## src/common/fsfm_map.svh

```systemverilog
// Purpose: register offsets, field positions and timing figures of the fault manager
// Assumes: 32-bit AHB-Lite words, byte offsets, 100 MHz core clock
// Notes: definitions only
`ifndef FSFM_MAP_SVH
`define FSFM_MAP_SVH

// register byte offsets
`define FSFM_A_CTRL      8'h00
`define FSFM_A_CHAN_EN   8'h04
`define FSFM_A_DIAG_EN   8'h08
`define FSFM_A_CFG       8'h0C
`define FSFM_A_STATUS    8'h10
`define FSFM_A_OPEN      8'h14
`define FSFM_A_SHORT     8'h18
`define FSFM_A_SUPPLY    8'h1C

// control field positions
`define FSFM_CTRL_CLR    0
`define FSFM_CTRL_MREF   1
`define FSFM_CTRL_MOPEN  2
`define FSFM_CTRL_MSHORT 3
`define FSFM_CTRL_MOT    4
`define FSFM_CTRL_MCRC   5

// config field positions
`define FSFM_CFG_TH_LSB  0
`define FSFM_CFG_PW_LSB  8
`define FSFM_CFG_IR_LSB  12

// status field positions
`define FSFM_ST_ERR      0
`define FSFM_ST_OUT      1
`define FSFM_ST_POR      2
`define FSFM_ST_LOWSUP   3
`define FSFM_ST_REF      4
`define FSFM_ST_OT       5
`define FSFM_ST_CRC      6

// reset values
`define FSFM_RST_CFG     18'h00000
`define FSFM_RST_CH      12'h000

// timing
`define FSFM_CLK_MHZ     100
`define FSFM_TICK_NS     1000
`define FSFM_OPEN_DEG_US 10
`define FSFM_SHORT_DEG_US 10
`define FSFM_CONV_US     10
`define FSFM_RETRY_MS    10

`endif

```

## src/common/fsfm_pkg.sv

```systemverilog
// Purpose: shared types of the fault manager
// Assumes: nothing
// Notes: one-hot channel recovery states
package fsfm_pkg;
  typedef enum logic [2:0] {
    CH_ON     = 3'b001,
    CH_FAILED = 3'b010,
    CH_RETRY  = 3'b100
  } chan_state_t;
endpackage

```

## src/common/diag_cfg_if.sv

```systemverilog
// Purpose: common diagnostic settings fanned out to every channel
// Assumes: driven from the core clock domain
// Notes: tick is a one-cycle pulse per microsecond
`timescale 1ns/1ns
interface diag_cfg_if;
  logic       us_tick;
  logic [3:0] pw_code;
  logic       supply_ok;
  logic       fs_active;
  modport src  (output us_tick, output pw_code, output supply_ok, output fs_active);
  modport sink (input us_tick, input pw_code, input supply_ok, input fs_active);
endinterface

```

## src/rtl/sync3.sv

```systemverilog
// Purpose: three-stage input synchroniser with agreement filter
// Assumes: inputs asynchronous to hclk
// Notes: output changes only when stages two and three agree
`timescale 1ns/1ns
module sync3 #(
  parameter int W = 1
) (
  // clock and reset
  input  wire logic         hclk,
  input  wire logic         hresetn,
  // data
  input  wire logic [W-1:0] din,
  output logic      [W-1:0] dout
);
  logic [W-1:0] s1_q;
  logic [W-1:0] s2_q;
  logic [W-1:0] s3_q;

  always_ff @(posedge hclk or negedge hresetn) begin
    if (!hresetn) begin
      s1_q <= '0;
      s2_q <= '0;
      s3_q <= '0;
    end else begin
      s1_q <= din;
      s2_q <= s1_q;
      s3_q <= s2_q;
    end
  end

  always_ff @(posedge hclk or negedge hresetn) begin
    if (!hresetn) begin
      dout <= '0;
    end else begin
      for (int i = 0; i < W; i++) begin
        if (s2_q[i] == s3_q[i]) begin
          dout[i] <= s3_q[i];
        end
      end
    end
  end
endmodule

```

## src/rtl/chan_diag.sv

```systemverilog
// Purpose: per-channel open/short qualification and timed low-current retry
// Assumes: raw fault inputs already synchronised
// Notes: all timing counts in microsecond ticks
`timescale 1ns/1ns
`include "fsfm_map.svh"
module chan_diag #(
  parameter int RETRY_TICKS = `FSFM_RETRY_MS * 1000
) (
  // clock and reset
  input  wire logic hclk,
  input  wire logic hresetn,
  // common settings
  diag_cfg_if.sink  cfg,
  // channel inputs
  input  wire logic chan_en,
  input  wire logic diag_en,
  input  wire logic pwm_on,
  input  wire logic open_raw,
  input  wire logic short_raw,
  // channel results
  output logic      open_evt,
  output logic      short_evt,
  output logic      retry_ok,
  output logic      failed,
  output logic      retry_on
);
  fsfm_pkg::chan_state_t st_q;
  logic [5:0]  dg_q;
  logic [13:0] wait_q;
  logic        det_open;
  logic        det_short;
  logic        is_short_q;
  logic [5:0]  win;
  logic [5:0]  pw_len;
  logic        still_bad;

  assign det_open  = pwm_on & chan_en & diag_en & open_raw & cfg.supply_ok;
  assign det_short = pwm_on & chan_en & diag_en & short_raw;
  assign win       = {2'h0, cfg.pw_code} + (det_short ? 6'(`FSFM_SHORT_DEG_US) : 6'(`FSFM_OPEN_DEG_US));
  assign pw_len    = (cfg.pw_code == 4'h0) ? 6'h01 : {2'h0, cfg.pw_code};
  assign still_bad = is_short_q ? short_raw : (open_raw & cfg.supply_ok);
  assign failed    = (st_q != fsfm_pkg::CH_ON);
  assign retry_on  = (st_q == fsfm_pkg::CH_RETRY);

  always_ff @(posedge hclk or negedge hresetn) begin
    if (!hresetn) begin
      st_q       <= fsfm_pkg::CH_ON;
      dg_q       <= 6'h00;
      wait_q     <= 14'h0000;
      is_short_q <= 1'b0;
      open_evt   <= 1'b0;
      short_evt  <= 1'b0;
      retry_ok   <= 1'b0;
    end else begin
      open_evt  <= 1'b0;
      short_evt <= 1'b0;
      retry_ok  <= 1'b0;
      case (st_q)
        fsfm_pkg::CH_ON: begin
          if (!(det_open | det_short)) begin
            dg_q <= 6'h00;
          end else if (cfg.us_tick) begin
            if (dg_q > win) begin
              st_q       <= fsfm_pkg::CH_FAILED;
              is_short_q <= det_short;
              open_evt   <= ~det_short;
              short_evt  <= det_short;
              wait_q     <= 14'h0000;
              dg_q       <= 6'h00;
            end else begin
              dg_q <= dg_q + 6'h01;
            end
          end
        end
        fsfm_pkg::CH_FAILED: begin
          if (!diag_en || !chan_en) begin
            st_q <= fsfm_pkg::CH_ON;
          end else if (cfg.fs_active && cfg.us_tick) begin
            if (wait_q == 14'(RETRY_TICKS - 1)) begin
              st_q   <= fsfm_pkg::CH_RETRY;
              wait_q <= 14'h0000;
              dg_q   <= 6'h00;
            end else begin
              wait_q <= wait_q + 14'h0001;
            end
          end
        end
        fsfm_pkg::CH_RETRY: begin
          if (cfg.us_tick) begin
            if (dg_q + 6'h01 >= pw_len) begin
              dg_q <= 6'h00;
              if (still_bad) begin
                st_q <= fsfm_pkg::CH_FAILED;
              end else begin
                st_q     <= fsfm_pkg::CH_ON;
                retry_ok <= 1'b1;
              end
            end else begin
              dg_q <= dg_q + 6'h01;
            end
          end
        end
        default: begin
          st_q <= fsfm_pkg::CH_ON;
        end
      endcase
    end
  end
endmodule

```

## src/rtl/failsafe_fault_manager.sv

```systemverilog
// Purpose: fail-safe fault gathering, masking, flags, error pin and channel shut-off
// Assumes: AHB-Lite single word transfers; fault pins asynchronous; pwm/adc/crc on hclk
// Notes: error pin is open-drain, pulled low while err_oe_n is low
//
// Our own choices: the address map and the AHB-Lite interface to the registers.
`timescale 1ns/1ns
`include "fsfm_map.svh"
// Functional notes
// - all fault detectors keep running and report through error pin and flags; low supply reports through flags only, never the pin
// - all-fail option set: any LED fault turns off every output, else only that channel
// - fault flags stay readable over the register bus
// - masks never stop detection, only the summary flags and the error pin
// - diagnostics disabled on a channel: its faults are ignored entirely
// - reference, overtemperature and CRC masks block error summary and pin
// - open and short masks block output summary, error summary and pin
// - supply undervoltage enters power-on reset; recovery sets power-on and error flags
// - supply below low threshold sets low-supply and error flags
// - writing one to clear-fault resets latched flags; the bit returns to zero
// - converter samples supply every 10 us when idle; result register refreshed
// - reference fault pulls error pin low, sets reference and error flags
// - reference fault turns all outputs off; recovery automatic, flag needs clear
// - overtemperature turns outputs off, pulls pin low, sets flags
// - overtemperature gone: outputs and pin restored, flag held until clear
// - open check only during PWM on-time longer than pulse width plus deglitch
// - qualified open above low supply: channel off, pin low, open/out/error flags
// - open check skips channels whose enable is zero
// - open-failed channel retried every 10 ms; success releases pin and flags
// - qualified short: channel off, pin low, short/out/error flags
// - short-failed channel retried every 10 ms; success restores current and flags
module failsafe_fault_manager #(
  parameter int RETRY_TICKS = `FSFM_RETRY_MS * 1000
) (
  // clock and reset
  input  wire logic        hclk,
  input  wire logic        hresetn,
  // ahb-lite slave
  input  wire logic        hsel,
  input  wire logic [31:0] haddr,
  input  wire logic [1:0]  htrans,
  input  wire logic        hwrite,
  input  wire logic [2:0]  hsize,
  input  wire logic [31:0] hwdata,
  input  wire logic        hready,
  output logic             hreadyout,
  output logic             hresp,
  output logic      [31:0] hrdata,
  // asynchronous fault indications
  input  wire logic        supply_uv,
  input  wire logic        ref_fault,
  input  wire logic        overtemp,
  input  wire logic [11:0] chan_open,
  input  wire logic [11:0] chan_short,
  // core-clock inputs
  input  wire logic        fs_active,
  input  wire logic        all_fail_option,
  input  wire logic        crc_fault,
  input  wire logic [11:0] pwm_on,
  input  wire logic        adc_idle,
  input  wire logic        adc_valid,
  input  wire logic [7:0]  adc_data,
  // outputs
  output logic             adc_start,
  output logic      [11:0] chan_out_en,
  output logic      [11:0] chan_retry,
  output logic      [5:0]  retry_current,
  output logic             in_por,
  output logic             err_o,
  output logic             err_oe_n
);
  localparam int TICK_CYC = `FSFM_TICK_NS * `FSFM_CLK_MHZ / 1000;
  localparam int CONV_TICKS = `FSFM_CONV_US;

  diag_cfg_if cfg_if ();

  // synchronised pins
  logic [26:0] pins_s;
  logic        uv_s;
  logic        supply_good_s;
  logic        ref_s;
  logic        ot_s;
  logic [11:0] open_s;
  logic [11:0] short_s;

  sync3 #(.W(27)) u_sync (
    .hclk    (hclk),
    .hresetn (hresetn),
    .din     ({~supply_uv, ref_fault, overtemp, chan_open, chan_short}),
    .dout    (pins_s)
  );
  // supply synced as good-level so a cleared synchroniser reads as undervoltage
  assign {supply_good_s, ref_s, ot_s, open_s, short_s} = pins_s;
  assign uv_s = ~supply_good_s;

  // software registers
  logic        fault_clear_q;
  logic [4:0]  mask_q;
  logic [11:0] chan_enable;
  logic [11:0] chan_diag_enable;
  logic [7:0]  low_supply_threshold;
  logic [3:0]  diag_pulse_width;
  logic [5:0]  retry_current_setting;
  logic [7:0]  supply_q;

  // flags
  logic        err_flag_q;
  logic        out_flag_q;
  logic        power_on_flag_q;
  logic        low_supply_flag;
  logic        ref_flag_q;
  logic        overtemp_flag;
  logic        crc_flag_q;
  logic [11:0] chan_open_flag;
  logic [11:0] chan_short_flag;

  // bus state
  logic        wr_pend_q;
  logic [7:0]  wr_addr_q;
  logic        acc;

  // internal
  logic        por_q;
  logic [6:0]  tick_cnt_q;
  logic        us_tick;
  logic [3:0]  conv_cnt_q;
  logic [11:0] open_evt;
  logic [11:0] short_evt;
  logic [11:0] retry_ok;
  logic [11:0] failed;
  logic [11:0] retry_on;
  logic [11:0] qual;
  logic        low_evt;
  logic        err_evt;
  logic        all_off;
  logic        err_drive;
  logic        m_ref;
  logic        m_open;
  logic        m_short;
  logic        m_ot;
  logic        m_crc;

  assign m_ref   = mask_q[`FSFM_CTRL_MREF - 1];
  assign m_open  = mask_q[`FSFM_CTRL_MOPEN - 1];
  assign m_short = mask_q[`FSFM_CTRL_MSHORT - 1];
  assign m_ot    = mask_q[`FSFM_CTRL_MOT - 1];
  assign m_crc   = mask_q[`FSFM_CTRL_MCRC - 1];

  // microsecond tick
  assign us_tick = (tick_cnt_q == 7'(TICK_CYC - 1));
  always_ff @(posedge hclk or negedge hresetn) begin
    if (!hresetn) begin
      tick_cnt_q <= 7'h00;
    end else begin
      tick_cnt_q <= us_tick ? 7'h00 : tick_cnt_q + 7'h01;
    end
  end

  assign cfg_if.us_tick   = us_tick;
  assign cfg_if.pw_code   = diag_pulse_width;
  assign cfg_if.supply_ok = supply_q >= low_supply_threshold;
  assign cfg_if.fs_active = fs_active;

  genvar g;
  generate
    for (g = 0; g < 12; g++) begin : g_ch
      chan_diag #(.RETRY_TICKS(RETRY_TICKS)) u_ch (
        .hclk      (hclk),
        .hresetn   (hresetn),
        .cfg       (cfg_if.sink),
        .chan_en   (chan_enable[g]),
        .diag_en   (chan_diag_enable[g]),
        .pwm_on    (pwm_on[g]),
        .open_raw  (open_s[g]),
        .short_raw (short_s[g]),
        .open_evt  (open_evt[g]),
        .short_evt (short_evt[g]),
        .retry_ok  (retry_ok[g]),
        .failed    (failed[g]),
        .retry_on  (retry_on[g])
      );
    end
  endgenerate

  // bus slave: zero wait states, always okay
  assign hreadyout = 1'b1;
  assign hresp     = 1'b0;
  assign acc       = hsel & htrans[1] & hready;

  always_ff @(posedge hclk or negedge hresetn) begin
    if (!hresetn) begin
      wr_pend_q <= 1'b0;
      wr_addr_q <= 8'h00;
    end else begin
      wr_pend_q <= acc & hwrite;
      if (acc) begin
        wr_addr_q <= {haddr[7:2], 2'b00};
      end
    end
  end

  always_ff @(posedge hclk or negedge hresetn) begin
    if (!hresetn) begin
      hrdata <= 32'h00000000;
    end else if (acc && !hwrite) begin
      case ({haddr[7:2], 2'b00})
        `FSFM_A_CTRL:    hrdata <= {26'h0, mask_q, fault_clear_q};
        `FSFM_A_CHAN_EN: hrdata <= {20'h0, chan_enable};
        `FSFM_A_DIAG_EN: hrdata <= {20'h0, chan_diag_enable};
        `FSFM_A_CFG:     hrdata <= {14'h0, retry_current_setting, diag_pulse_width, low_supply_threshold};
        `FSFM_A_STATUS:  hrdata <= {25'h0, crc_flag_q, overtemp_flag, ref_flag_q, low_supply_flag,
                                    power_on_flag_q, out_flag_q, err_flag_q};
        `FSFM_A_OPEN:    hrdata <= {20'h0, chan_open_flag};
        `FSFM_A_SHORT:   hrdata <= {20'h0, chan_short_flag};
        `FSFM_A_SUPPLY:  hrdata <= {24'h0, supply_q};
        default:         hrdata <= 32'h00000000;
      endcase
    end
  end

  // register writes
  always_ff @(posedge hclk or negedge hresetn) begin
    if (!hresetn) begin
      fault_clear_q         <= 1'b0;
      mask_q                <= 5'h00;
      chan_enable           <= `FSFM_RST_CH;
      chan_diag_enable      <= `FSFM_RST_CH;
      {retry_current_setting, diag_pulse_width, low_supply_threshold} <= `FSFM_RST_CFG;
    end else begin
      fault_clear_q <= 1'b0;
      if (wr_pend_q) begin
        case (wr_addr_q)
          `FSFM_A_CTRL: begin
            fault_clear_q <= hwdata[`FSFM_CTRL_CLR];
            mask_q        <= hwdata[`FSFM_CTRL_MCRC:`FSFM_CTRL_MREF];
          end
          `FSFM_A_CHAN_EN: chan_enable      <= hwdata[11:0];
          `FSFM_A_DIAG_EN: chan_diag_enable <= hwdata[11:0];
          `FSFM_A_CFG: begin
            low_supply_threshold  <= hwdata[`FSFM_CFG_TH_LSB +: 8];
            diag_pulse_width      <= hwdata[`FSFM_CFG_PW_LSB +: 4];
            retry_current_setting <= hwdata[`FSFM_CFG_IR_LSB +: 6];
          end
          default: begin
          end
        endcase
      end
    end
  end

  // supply converter pacing and result
  always_ff @(posedge hclk or negedge hresetn) begin
    if (!hresetn) begin
      conv_cnt_q <= 4'h0;
      adc_start  <= 1'b0;
    end else begin
      adc_start <= 1'b0;
      if (us_tick) begin
        if (conv_cnt_q == 4'(CONV_TICKS - 1)) begin
          conv_cnt_q <= 4'h0;
          adc_start  <= adc_idle;
        end else begin
          conv_cnt_q <= conv_cnt_q + 4'h1;
        end
      end
    end
  end

  always_ff @(posedge hclk or negedge hresetn) begin
    if (!hresetn) begin
      supply_q <= 8'h00;
    end else if (adc_valid) begin
      supply_q <= adc_data;
    end
  end

  // power-on reset tracking
  always_ff @(posedge hclk or negedge hresetn) begin
    if (!hresetn) begin
      por_q <= 1'b1;
    end else begin
      por_q <= uv_s;
    end
  end
  assign in_por = por_q;

  // qualified channel faults after diag enable and masks
  assign qual    = chan_diag_enable & ((chan_open_flag & {12{~m_open}}) |
                                       (chan_short_flag & {12{~m_short}}));
  assign low_evt = adc_valid & (adc_data < low_supply_threshold);
  assign err_evt = low_evt | (ref_s & ~m_ref) | (ot_s & ~m_ot) | (crc_fault & ~m_crc) |
                   |(chan_diag_enable & ((open_evt & {12{~m_open}}) | (short_evt & {12{~m_short}})));

  // latched flags: set wins over clear
  always_ff @(posedge hclk or negedge hresetn) begin
    if (!hresetn) begin
      low_supply_flag <= 1'b0;
      ref_flag_q      <= 1'b0;
      overtemp_flag   <= 1'b0;
      crc_flag_q      <= 1'b0;
    end else if (por_q) begin
      low_supply_flag <= 1'b0;
      ref_flag_q      <= 1'b0;
      overtemp_flag   <= 1'b0;
      crc_flag_q      <= 1'b0;
    end else begin
      low_supply_flag <= low_evt | (low_supply_flag & ~fault_clear_q);
      ref_flag_q      <= ref_s | (ref_flag_q & ~fault_clear_q);
      overtemp_flag   <= ot_s | (overtemp_flag & ~fault_clear_q);
      crc_flag_q      <= crc_fault | (crc_flag_q & ~fault_clear_q);
    end
  end

  always_ff @(posedge hclk or negedge hresetn) begin
    if (!hresetn) begin
      chan_open_flag  <= 12'h000;
      chan_short_flag <= 12'h000;
    end else if (por_q) begin
      chan_open_flag  <= 12'h000;
      chan_short_flag <= 12'h000;
    end else begin
      chan_open_flag  <= open_evt |
                         (chan_open_flag & ~retry_ok & {12{~fault_clear_q}});
      chan_short_flag <= short_evt |
                         (chan_short_flag & ~retry_ok & {12{~fault_clear_q}});
    end
  end

  always_ff @(posedge hclk or negedge hresetn) begin
    if (!hresetn) begin
      power_on_flag_q <= 1'b0;
      err_flag_q      <= 1'b0;
    end else if (por_q) begin
      power_on_flag_q <= ~uv_s;
      err_flag_q      <= ~uv_s;
    end else begin
      power_on_flag_q <= power_on_flag_q & ~fault_clear_q;
      err_flag_q      <= err_evt | (err_flag_q & ~fault_clear_q);
    end
  end

  always_ff @(posedge hclk or negedge hresetn) begin
    if (!hresetn) begin
      out_flag_q <= 1'b0;
    end else begin
      out_flag_q <= |qual;
    end
  end

  // channel drive and error pin
  assign all_off   = por_q | ref_s | ot_s | crc_fault | (all_fail_option & |failed);
  assign err_drive = por_q | (ref_s & ~m_ref) | (ot_s & ~m_ot) | (crc_fault & ~m_crc) | |qual;
  assign err_o     = 1'b0;

  always_ff @(posedge hclk or negedge hresetn) begin
    if (!hresetn) begin
      chan_out_en   <= 12'h000;
      chan_retry    <= 12'h000;
      retry_current <= 6'h00;
      err_oe_n      <= 1'b1;
    end else begin
      chan_out_en   <= all_off ? 12'h000 : (chan_enable & ~failed);
      chan_retry    <= retry_on;
      retry_current <= retry_current_setting;
      err_oe_n      <= ~err_drive;
    end
  end
endmodule

```

## config.mk

```make
export PLATFORM = sky130hd
export DESIGN_NAME = failsafe_fault_manager
export DESIGN_NICKNAME = d
export VERILOG_FILES = /design/src/common/fsfm_pkg.sv /design/src/common/diag_cfg_if.sv /design/src/rtl/sync3.sv /design/src/rtl/chan_diag.sv /design/src/rtl/failsafe_fault_manager.sv
export VERILOG_INCLUDE_DIRS = /design/src /design/src/common
export SDC_FILE = /design/constraint.sdc
export NUM_CORES = 1
export LEC_CHECK = 0
export BUFFER_PORTS_ARGS = -buffer_cell sky130_fd_sc_hd__buf_2
export CAP_MARGIN = 20
export CORE_UTILIZATION = 56
export CTS_CLUSTER_SIZE = 12
export DETAILED_ROUTE_END_ITERATION = 12
export PLACE_DENSITY = 0.86
export REMOVE_ABC_BUFFERS = 1
export SYNTH_ARGS = -nofsm -noshare
export SYNTH_HDL_FRONTEND = slang
export SYNTH_SLANG_ARGS = --single-unit
```

## constraint.sdc

```tcl
create_clock -name hclk -period 3.5 [get_ports hclk]
set_input_delay 0.7 -clock hclk [delete_from_list [all_inputs] [get_ports hclk]]
set_output_delay 0.7 -clock hclk [all_outputs]
set_load 0.1 [all_outputs]
```

==> qor.yml, run 1 <==
clock_network:
  cts_root_buf: "clkbuf_16"
  cts_max_level: 2
  cts_tree: "built"
  numCtsBuffers: 60
  path_clk_slew_ns: 0.06
  cts_sinks: 588
  post_cts.repair.setup_buffers: 0
  cts.path.max_buffers: 3
  clock_latency_ns: 0.63
routing:
  drc: 0
  drt-pass1-iter-count: 7
  viasPerCell: 6.293
  wire_per_inst_um: 19.81
  drt_iter0_markers: 2764
  wirelength_um: 81150
  vias: 25780
  ant_nets: 0
logic_synthesis:
  synth_area_per_cell_um2: 9.737
  synth_top_family_by_area: "simple AND/OR/NAND/NOR gates"
  yosys.area_share.simple_pct: 19.38
  yosysSeqAreaShare_pct: 47.99
  synth_area_um2: 30700
  syn-instance-count: 3153
  synth-seq-cells: 588
  synth-main-ff-cell: "dfrtp_1"
  synth-compound-area-share_pct: 18.71
  async_reset_ff_share_pct: 100.0
  synthAdderAreaFrac_pct: 6.953
  synthMuxAreaShare_pct: 2.079
  synth_xor_area_share_pct: 1.740
  yosys_warnings: 0
  synth_edf_count: 0
  synthDistinctLibCells: 102
cells_and_area:
  drive_gt1_share_pct: 12.89
  layout_common_cells: "dfrtp_1, o21ai_0, nor2_1"
  stdcell_area_um2: 34510
  regArea_um2: 14730
  fin_nets: 3620
  stdcell_count: 4096
  final_common_cell: "dfrtp_1"
  multi_input_comb_area_um2: 15090
  areaGrowthSynthToFinish_pct: 12.40
  num-fill-cells: 4195
floorplanning:
  start_util_pct: 56.82
  die_w_um: 236.1
  coreArea_um2: 54030
  dieArea_um2: 55760
  io_pins: 194
  die_h_um: 236.1
  num_rows: 85
setup_path:
  slowest_stage: "o41ai_1"
  rrSetupSlack_ns: 0.02
  crit_arrival_ns: 4.03
  path_depth: 13
  critPathTopFamily: "compound AO/OA/AOI/OAI gates"
  cp_num_buf_inv: 4
  timing.rr.start: "cfg_if.pw_code[2]"
  rr_worst_depth: 13
  path_max_fanout: 7
  cp.required_ns: 4.04
  path_class: "reg -> reg"
  cp-end-kind: "register"
  crit_path_start: "cfg_if.pw_code[2]"
  crit_chain: "ha_1, inv_1, buf_4, buf_4, ha_1, o21ai_0, a21oi_1, o41ai_1, buf_4, o21ai_0, or2_2, nand2b_1, o21ai_0"
  max_stage_delay_ns: 0.49
  start_kind: "register"
sta:
  setup_violations: 0
  worst_slack_ns: 0.01740
  final.period_utilization_pct: 99.50
  slew_headroom_pct: 36.00
  hold_viol: 0
  finClkSkew_ns: 0.02219
  drv_slew: 0
  rsz0062_at_grt: "no"
  worst_pin_slew_ns: 0.9601
  fin_crit_ns: 3.483
  fmax_mhz: 287.1
status:
  outcome: "completed"
global_route:
  grt_pass1_wl_um: 128700
  grt_pass1_vias: 24570
  grt_overflow_total: 0
  grt_max_degree: 88
  grt_usage_pct: 28.81
  grt_antenna_before_repair: 14
placement:
  port_buffers: 132
  place_hpwl_um: 56500
  dp_cells: 3977
  dp_slack_ns: 0.1648
  placed_cell_area_um2: 32560
  globalplace.congestion: 1.010
power_and_ir_drop:
  p_per_area_nw_per_um2: 423.8
  ir_drop_uv: 403.5
  cellLeakagePower_nw: 15.98
  power.total_w: 0.01463
flow_run:
  max_cap_viol_count: 0
worst_hold_path:
  hp-class: "in -> reg"
  holdPathStages: 1
  hp-start: "chan_short[9]"
## kinds of logic (layout without fill, tap and decap cells)
kind of cell,after synthesis,after routing
other,2,27
adders and majority gates,176,176
buffers and inverters,219,441
muxes,57,57
DFF,588,588
AOI/OAI and AO/OA,879,879
and+or+nand+nor,1171,1171
xor gates and xnor gates,61,61
## registers in the layout, indices dropped and copies added, names as in the netlist, 18 cells and up
register / flops
g_ch.u_ch.wait_q: 168
u_sync.s2_q: 27
g_ch.u_ch.dg_q: 72
hrdata: 18
u_sync.s1_q: 27
u_sync.s3_q: 27
g_ch.u_ch.st_q: 36
u_sync.dout: 27
## path summary, 6_finish.rpt
path                                          endpoint
worst max-delay path              g_ch[8].u_ch.dg_q[5]
worst min-delay path                    u_sync.s1_q[9]
worst max register to register    g_ch[8].u_ch.dg_q[5]
worst min register to register         u_sync.s2_q[16]
max in group asynchronous       g_ch[4].u_ch.wait_q[1]
min in group asynchronous                    adc_start
## worst reg2reg max path, cell delays in order (launching register included)
cell      delay, ns
dfrtp_1        0.45
ha_1           0.32
inv_1          0.22
buf_4          0.29
buf_4          0.19
ha_1           0.24
o21ai_0        0.18
a21oi_1        0.06
o41ai_1        0.49
buf_4          0.24
o21ai_0        0.12
or2_2          0.30
nand2b_1       0.16
o21ai_0        0.17
## cell type report
type	count	share of cell area [%]
well taps	696	2.524
inverters	110	1.197
clock buffers	96	5.181
multi-input cells	2361	43.72
diodes	10	0.07252
repair buffers	224	4.271
flip-flops and latches	588	42.69
clock inverters	11	0.3408
## stage by stage
| stage | TNS, ns | util [%] | hold WS, ns |
|---|---|---|---|
| after floorplan | -2.723 | - | 0.3312 |
| after global placement | 0 | 60.27 | 0.3328 |
| after detailed placement | 0 | 60.27 | 0.3347 |
| after CTS | 0 | 63.81 | 0.1441 |
| after global routing | 0 | 63.86 | 0.1577 |
| final | 0 | 63.87 | 0.1743 |
## synth_stat cells (all sizes together), types with 9 or more instances
master	instances	area, um2
o31ai	80	615.6
xor2	21	183.9
and2	27	168.9
nor3b	24	180.2
nor2	281	1055
nor4b	14	150.1
nor3	70	355.3
or2	24	152.6
a21oi	95	498.0
clkbuf	54	202.7
o21a	9	67.56
o2bb2ai	12	105.1
a221oi	9	78.83
buf	55	342.8
ha	149	1864
or3	13	81.33
a22oi	53	412.9
a22o	20	175.2
maj3	27	270.3
a31oi	48	306.5
inv	109	409.1
nand2	268	1008
nor4	14	102.6
o41ai	11	96.34
nand4b	11	96.34
nand3	128	645.6
a211o	10	87.58
a211oi	12	90.09
o21ai	336	1685
dfrtp	574	14360
xnor2	40	350.3
o211ai	11	82.58
o21bai	15	123.9
nor2b	30	187.7
nand2b	98	613.1
mux2	54	608.1
o22ai	23	143.9
nand4	32	200.2
and3	102	638.1
dfstp	14	367.9
a21o	65	488.0
## metal layers
metal  global-route usage [%]  wire length, um
met2                    44.52            36110
met4                    16.00             4814
met1                    38.10            33390
met5                        0               57
met3                    5.851             6784
## timing repair
action,in CTS,in global routing
setup endpoints to repair,0,3
gates resized for setup,0,2
hold buffers,1,0
endpoints found under the hold margin,40,0
## report_power, final
| part | switching (W) | total, W | internal (W) | leakage (nW) |
|---|---|---|---|---|
| Combinational | 0.000802 | 0.00115 | 0.000345 | 7.41 |
| Sequential | 0.000221 | 0.00720 | 0.00698 | 7.64 |
| Clock | 0.00266 | 0.00627 | 0.00362 | 0.928 |
| Total | 0.00368 | 0.0146 | 0.0109 | 16.0 |
Note: power is estimated with default switching activity, not from simulation.
==> run 2: changes to the inputs <==
--- a/config.mk
+++ b/config.mk
@@ -9,8 +9,10 @@
 export BUFFER_PORTS_ARGS = -buffer_cell sky130_fd_sc_hd__buf_2
 export CAP_MARGIN = 20
 export CORE_UTILIZATION = 56
+export CTS_BUF_LIST = sky130_fd_sc_hd__clkbuf_16
 export CTS_CLUSTER_SIZE = 12
 export DETAILED_ROUTE_END_ITERATION = 12
+export GPL_ROUTABILITY_DRIVEN = 0
 export PLACE_DENSITY = 0.86
 export REMOVE_ABC_BUFFERS = 1
 export SYNTH_ARGS = -nofsm -noshare
==> run 2 against run 1 <==
Final area hardly changed. Routed wire length is 0.26% higher. Setup slack better by 0.14 ns. Global-route usage is 0.35 points higher. Hold slack worse by 0.024 ns. Critical endpoint is now g_ch[11].u_ch.dg_q[2]. First-iteration DRC count is 2.8% lower.
==> qor.yml, run 2 (same netlist as run 1, synthesis figures left out) <==
status:
  outcome: "completed"  # unchanged
sta:
  slew_headroom_pct: 40.78  # was 36.00%
  fin_crit_ns: 3.342  # was 3.483 ns
  final.period_utilization_pct: 95.47  # was 99.50%
  drv_slew: 0  # unchanged
  finClkSkew_ns: 0.02302  # was 0.02219 ns
  setup_violations: 0  # unchanged
  fmax_mhz: 299.3  # was 287.1 MHz
  setup_tns_ns: 0  # unchanged
  hold_viol: 0  # unchanged
  worst_pin_slew_ns: 0.8883  # was 0.9601 ns
power_and_ir_drop:
  p_per_area_nw_per_um2: 424.9  # was 423.8 nW/um2
  p_int_w: 0.01090  # was 0.01094 W
  p_sw_w: 0.003749  # was 0.003683 W
  swShare_pct: 25.59  # was 25.18%
  cellLeakagePower_nw: 16.06  # was 15.98 nW
  pwr-share-seq_pct: 49.2  # was 49.3%
  power.total_w: 0.01465  # was 0.01463 W
  ir_drop_uv: 420.4  # was 403.5 uV
  comb_power_share_pct: 7.7  # was 7.8%
  pwr-share-clk_pct: 43.1  # was 42.9%
routing:
  wire_per_inst_um: 19.86  # was 19.81 um
  drt_iter0_markers: 2687  # was 2764
  vias: 25870  # was 25780
  ant_nets: 0  # unchanged
  viasPerCell: 6.314  # was 6.293
  drc: 0  # unchanged
  drt-pass1-iter-count: 6  # was 7
  wirelength_um: 81360  # was 81150 um
clock_network:
  post_cts.repair.setup_buffers: 0  # unchanged
  path_clk_slew_ns: 0.06  # about the same
  numCtsBuffers: 61  # was 60
  cts_sinks: 588  # unchanged
  cts_root_buf: "clkbuf_16"  # unchanged
  clock_latency_ns: 0.65  # was 0.63 ns
  cts_tree: "built"  # unchanged
  cts.path.max_buffers: 3  # unchanged
  cts_max_level: 2  # unchanged
floorplanning:
  num_rows: 85  # unchanged
  coreArea_um2: 54030  # unchanged
  io_pins: 194  # unchanged
  die_h_um: 236.1  # unchanged
  start_util_pct: 56.82  # unchanged
  dieArea_um2: 55760  # unchanged
  die_w_um: 236.1  # unchanged
setup_path:
  rrSetupSlack_ns: 0.16  # was 0.02 ns
  start_kind: "register"  # unchanged
  path_class: "reg -> reg"  # unchanged
  timing.rr.start: "low_supply_threshold[0]"  # was cfg_if.pw_code[2]
  cp.required_ns: 4.03  # was 4.04 ns
  path_max_fanout: 12  # was 7
  r2r-end: "g_ch[11].u_ch.dg_q[2]"  # was g_ch[8].u_ch.dg_q[5]
  rr_worst_depth: 9  # was 13
  crit_arrival_ns: 3.87  # was 4.03 ns
  cp-end-kind: "register"  # unchanged
placement:
  dp_cells: 3974  # was 3977
  place_hpwl_um: 56140  # was 56500 um
  port_buffers: 132  # unchanged
cells_and_area:
  largest-register: "g_ch.u_ch.wait_q"  # unchanged
  largest_register_ffs: 168  # unchanged
  stdcell_count: 4097  # was 4096
  largest_registers: "g_ch.u_ch.wait_q (168), g_ch.u_ch.dg_q (72), g_ch.u_ch.st_q (36)"  # unchanged
  fin_nets: 3618  # was 3620
  areaGrowthSynthToFinish_pct: 12.31  # was 12.40%
  num-fill-cells: 4214  # was 4195
  drive_gt1_share_pct: 12.65  # was 12.89%
  layout_common_cells: "dfrtp_1, o21ai_0, nor2_1"  # unchanged
  final_common_cell: "dfrtp_1"  # unchanged
global_route:
  grt_max_degree: 90  # was 88
  grt_overflow_total: 0  # unchanged
  grt_antenna_before_repair: 14  # unchanged
  grt_usage_pct: 29.16  # was 28.81%
  grt_pass1_vias: 24820  # was 24570
  grt_pass1_wl_um: 130300  # was 128700 um
worst_hold_path:
  hold_end: "u_sync.s1_q[24]"  # was u_sync.s1_q[9]
  holdPathStages: 1  # unchanged
  hp-start: "overtemp"  # was chan_short[9]
  hp-class: "in -> reg"  # unchanged
flow_run:
  max_cap_viol_count: 0  # unchanged
run 2: what timing repair did:
action                                 4_1_cts  5_1_grt
endpoints found under the hold margin       36        0
gates resized for setup                      0        3
hold buffers                                 1        0
setup endpoints to repair                    0        2
run 2: worst max path at each step:
stage / startpoint / to / slack [ns] / cells after the start
after floorplan: cfg_if.pw_code[1] / g_ch[4].u_ch.wait_q[10] / -0.22 / 9
after global placement: low_supply_threshold[0] / g_ch[11].u_ch.dg_q[2] / 0.30 / 9
after detailed placement: low_supply_threshold[7] / g_ch[8].u_ch.dg_q[0] / 0.26 / 9
after CTS: cfg_if.pw_code[1] / g_ch[7].u_ch.wait_q[5] / 0.15 / 11
after global routing: cfg_if.pw_code[2] / g_ch[7].u_ch.wait_q[9] / -0.08 / 11
final: low_supply_threshold[0] / g_ch[11].u_ch.dg_q[2] / 0.16 / 9
run 2: critical path: stages (launching register included):
cell      delay [ns]
dfrtp_1         0.41
ha_1            0.30
nand2b_1        0.14
a2111o_1        0.48
a31o_2          0.44
buf_4           0.25
a31oi_1         0.29
o221ai_1        0.44
o21bai_1        0.31
a21o_1          0.17
run 2: layout make-up:
| class | count | area, um2 | share of cell area [%] |
|---|---|---|---|
| clock buffer | 61 | 1526 | 4.427 |
| tap | 696 | 870.8 | 2.526 |
| sequential | 588 | 14730 | 42.73 |
| inverter | 110 | 416.7 | 1.208 |
| multi-input combinational | 2361 | 15090 | 43.77 |
| antenna | 9 | 22.52 | 0.06532 |
| timing repair buffer | 221 | 1426 | 4.137 |
| clock inverter | 51 | 391.6 | 1.136 |
run 2: power by group through the flow:
stage / combinational [W] / sequential, W / clock [W]
finish: 0.00113 / 0.00721 / 0.00631
floorplan: 0.000551 / 0.00729 / 0
global route: 0.00122 / 0.00722 / 0.00669
CTS: 0.00111 / 0.00720 / 0.00639
detailed placement: 0.00109 / 0.00732 / 0
global placement: 0.00106 / 0.00731 / 0
run 2: layer usage:
layer,routed length [um],global-route usage (%),vias up,share of wire [%]
li1,-,-,11880,-
met1,32540,37.60,12510,40
met2,37050,45.58,1177,46
met3,7266,7.420,288,8.9
met4,4425,14.97,12,5.4
met5,78,0,-,0.096
run 2: per-stage QoR:
stage	hold WS, ns	utilization (%)	cell area [um2]	setup WS, ns
3_5_place_dp	0.3347	60.18	32510	0.2625
2_1_floorplan	0.3312	-	30210	-0.2236
6_report	0.1508	63.82	34480	0.1584
4_1_cts	0.1324	63.75	34440	0.1472
3_3_place_gp	0.3328	60.18	32510	0.3012
5_1_grt	0.1326	63.81	34470	-0.07721
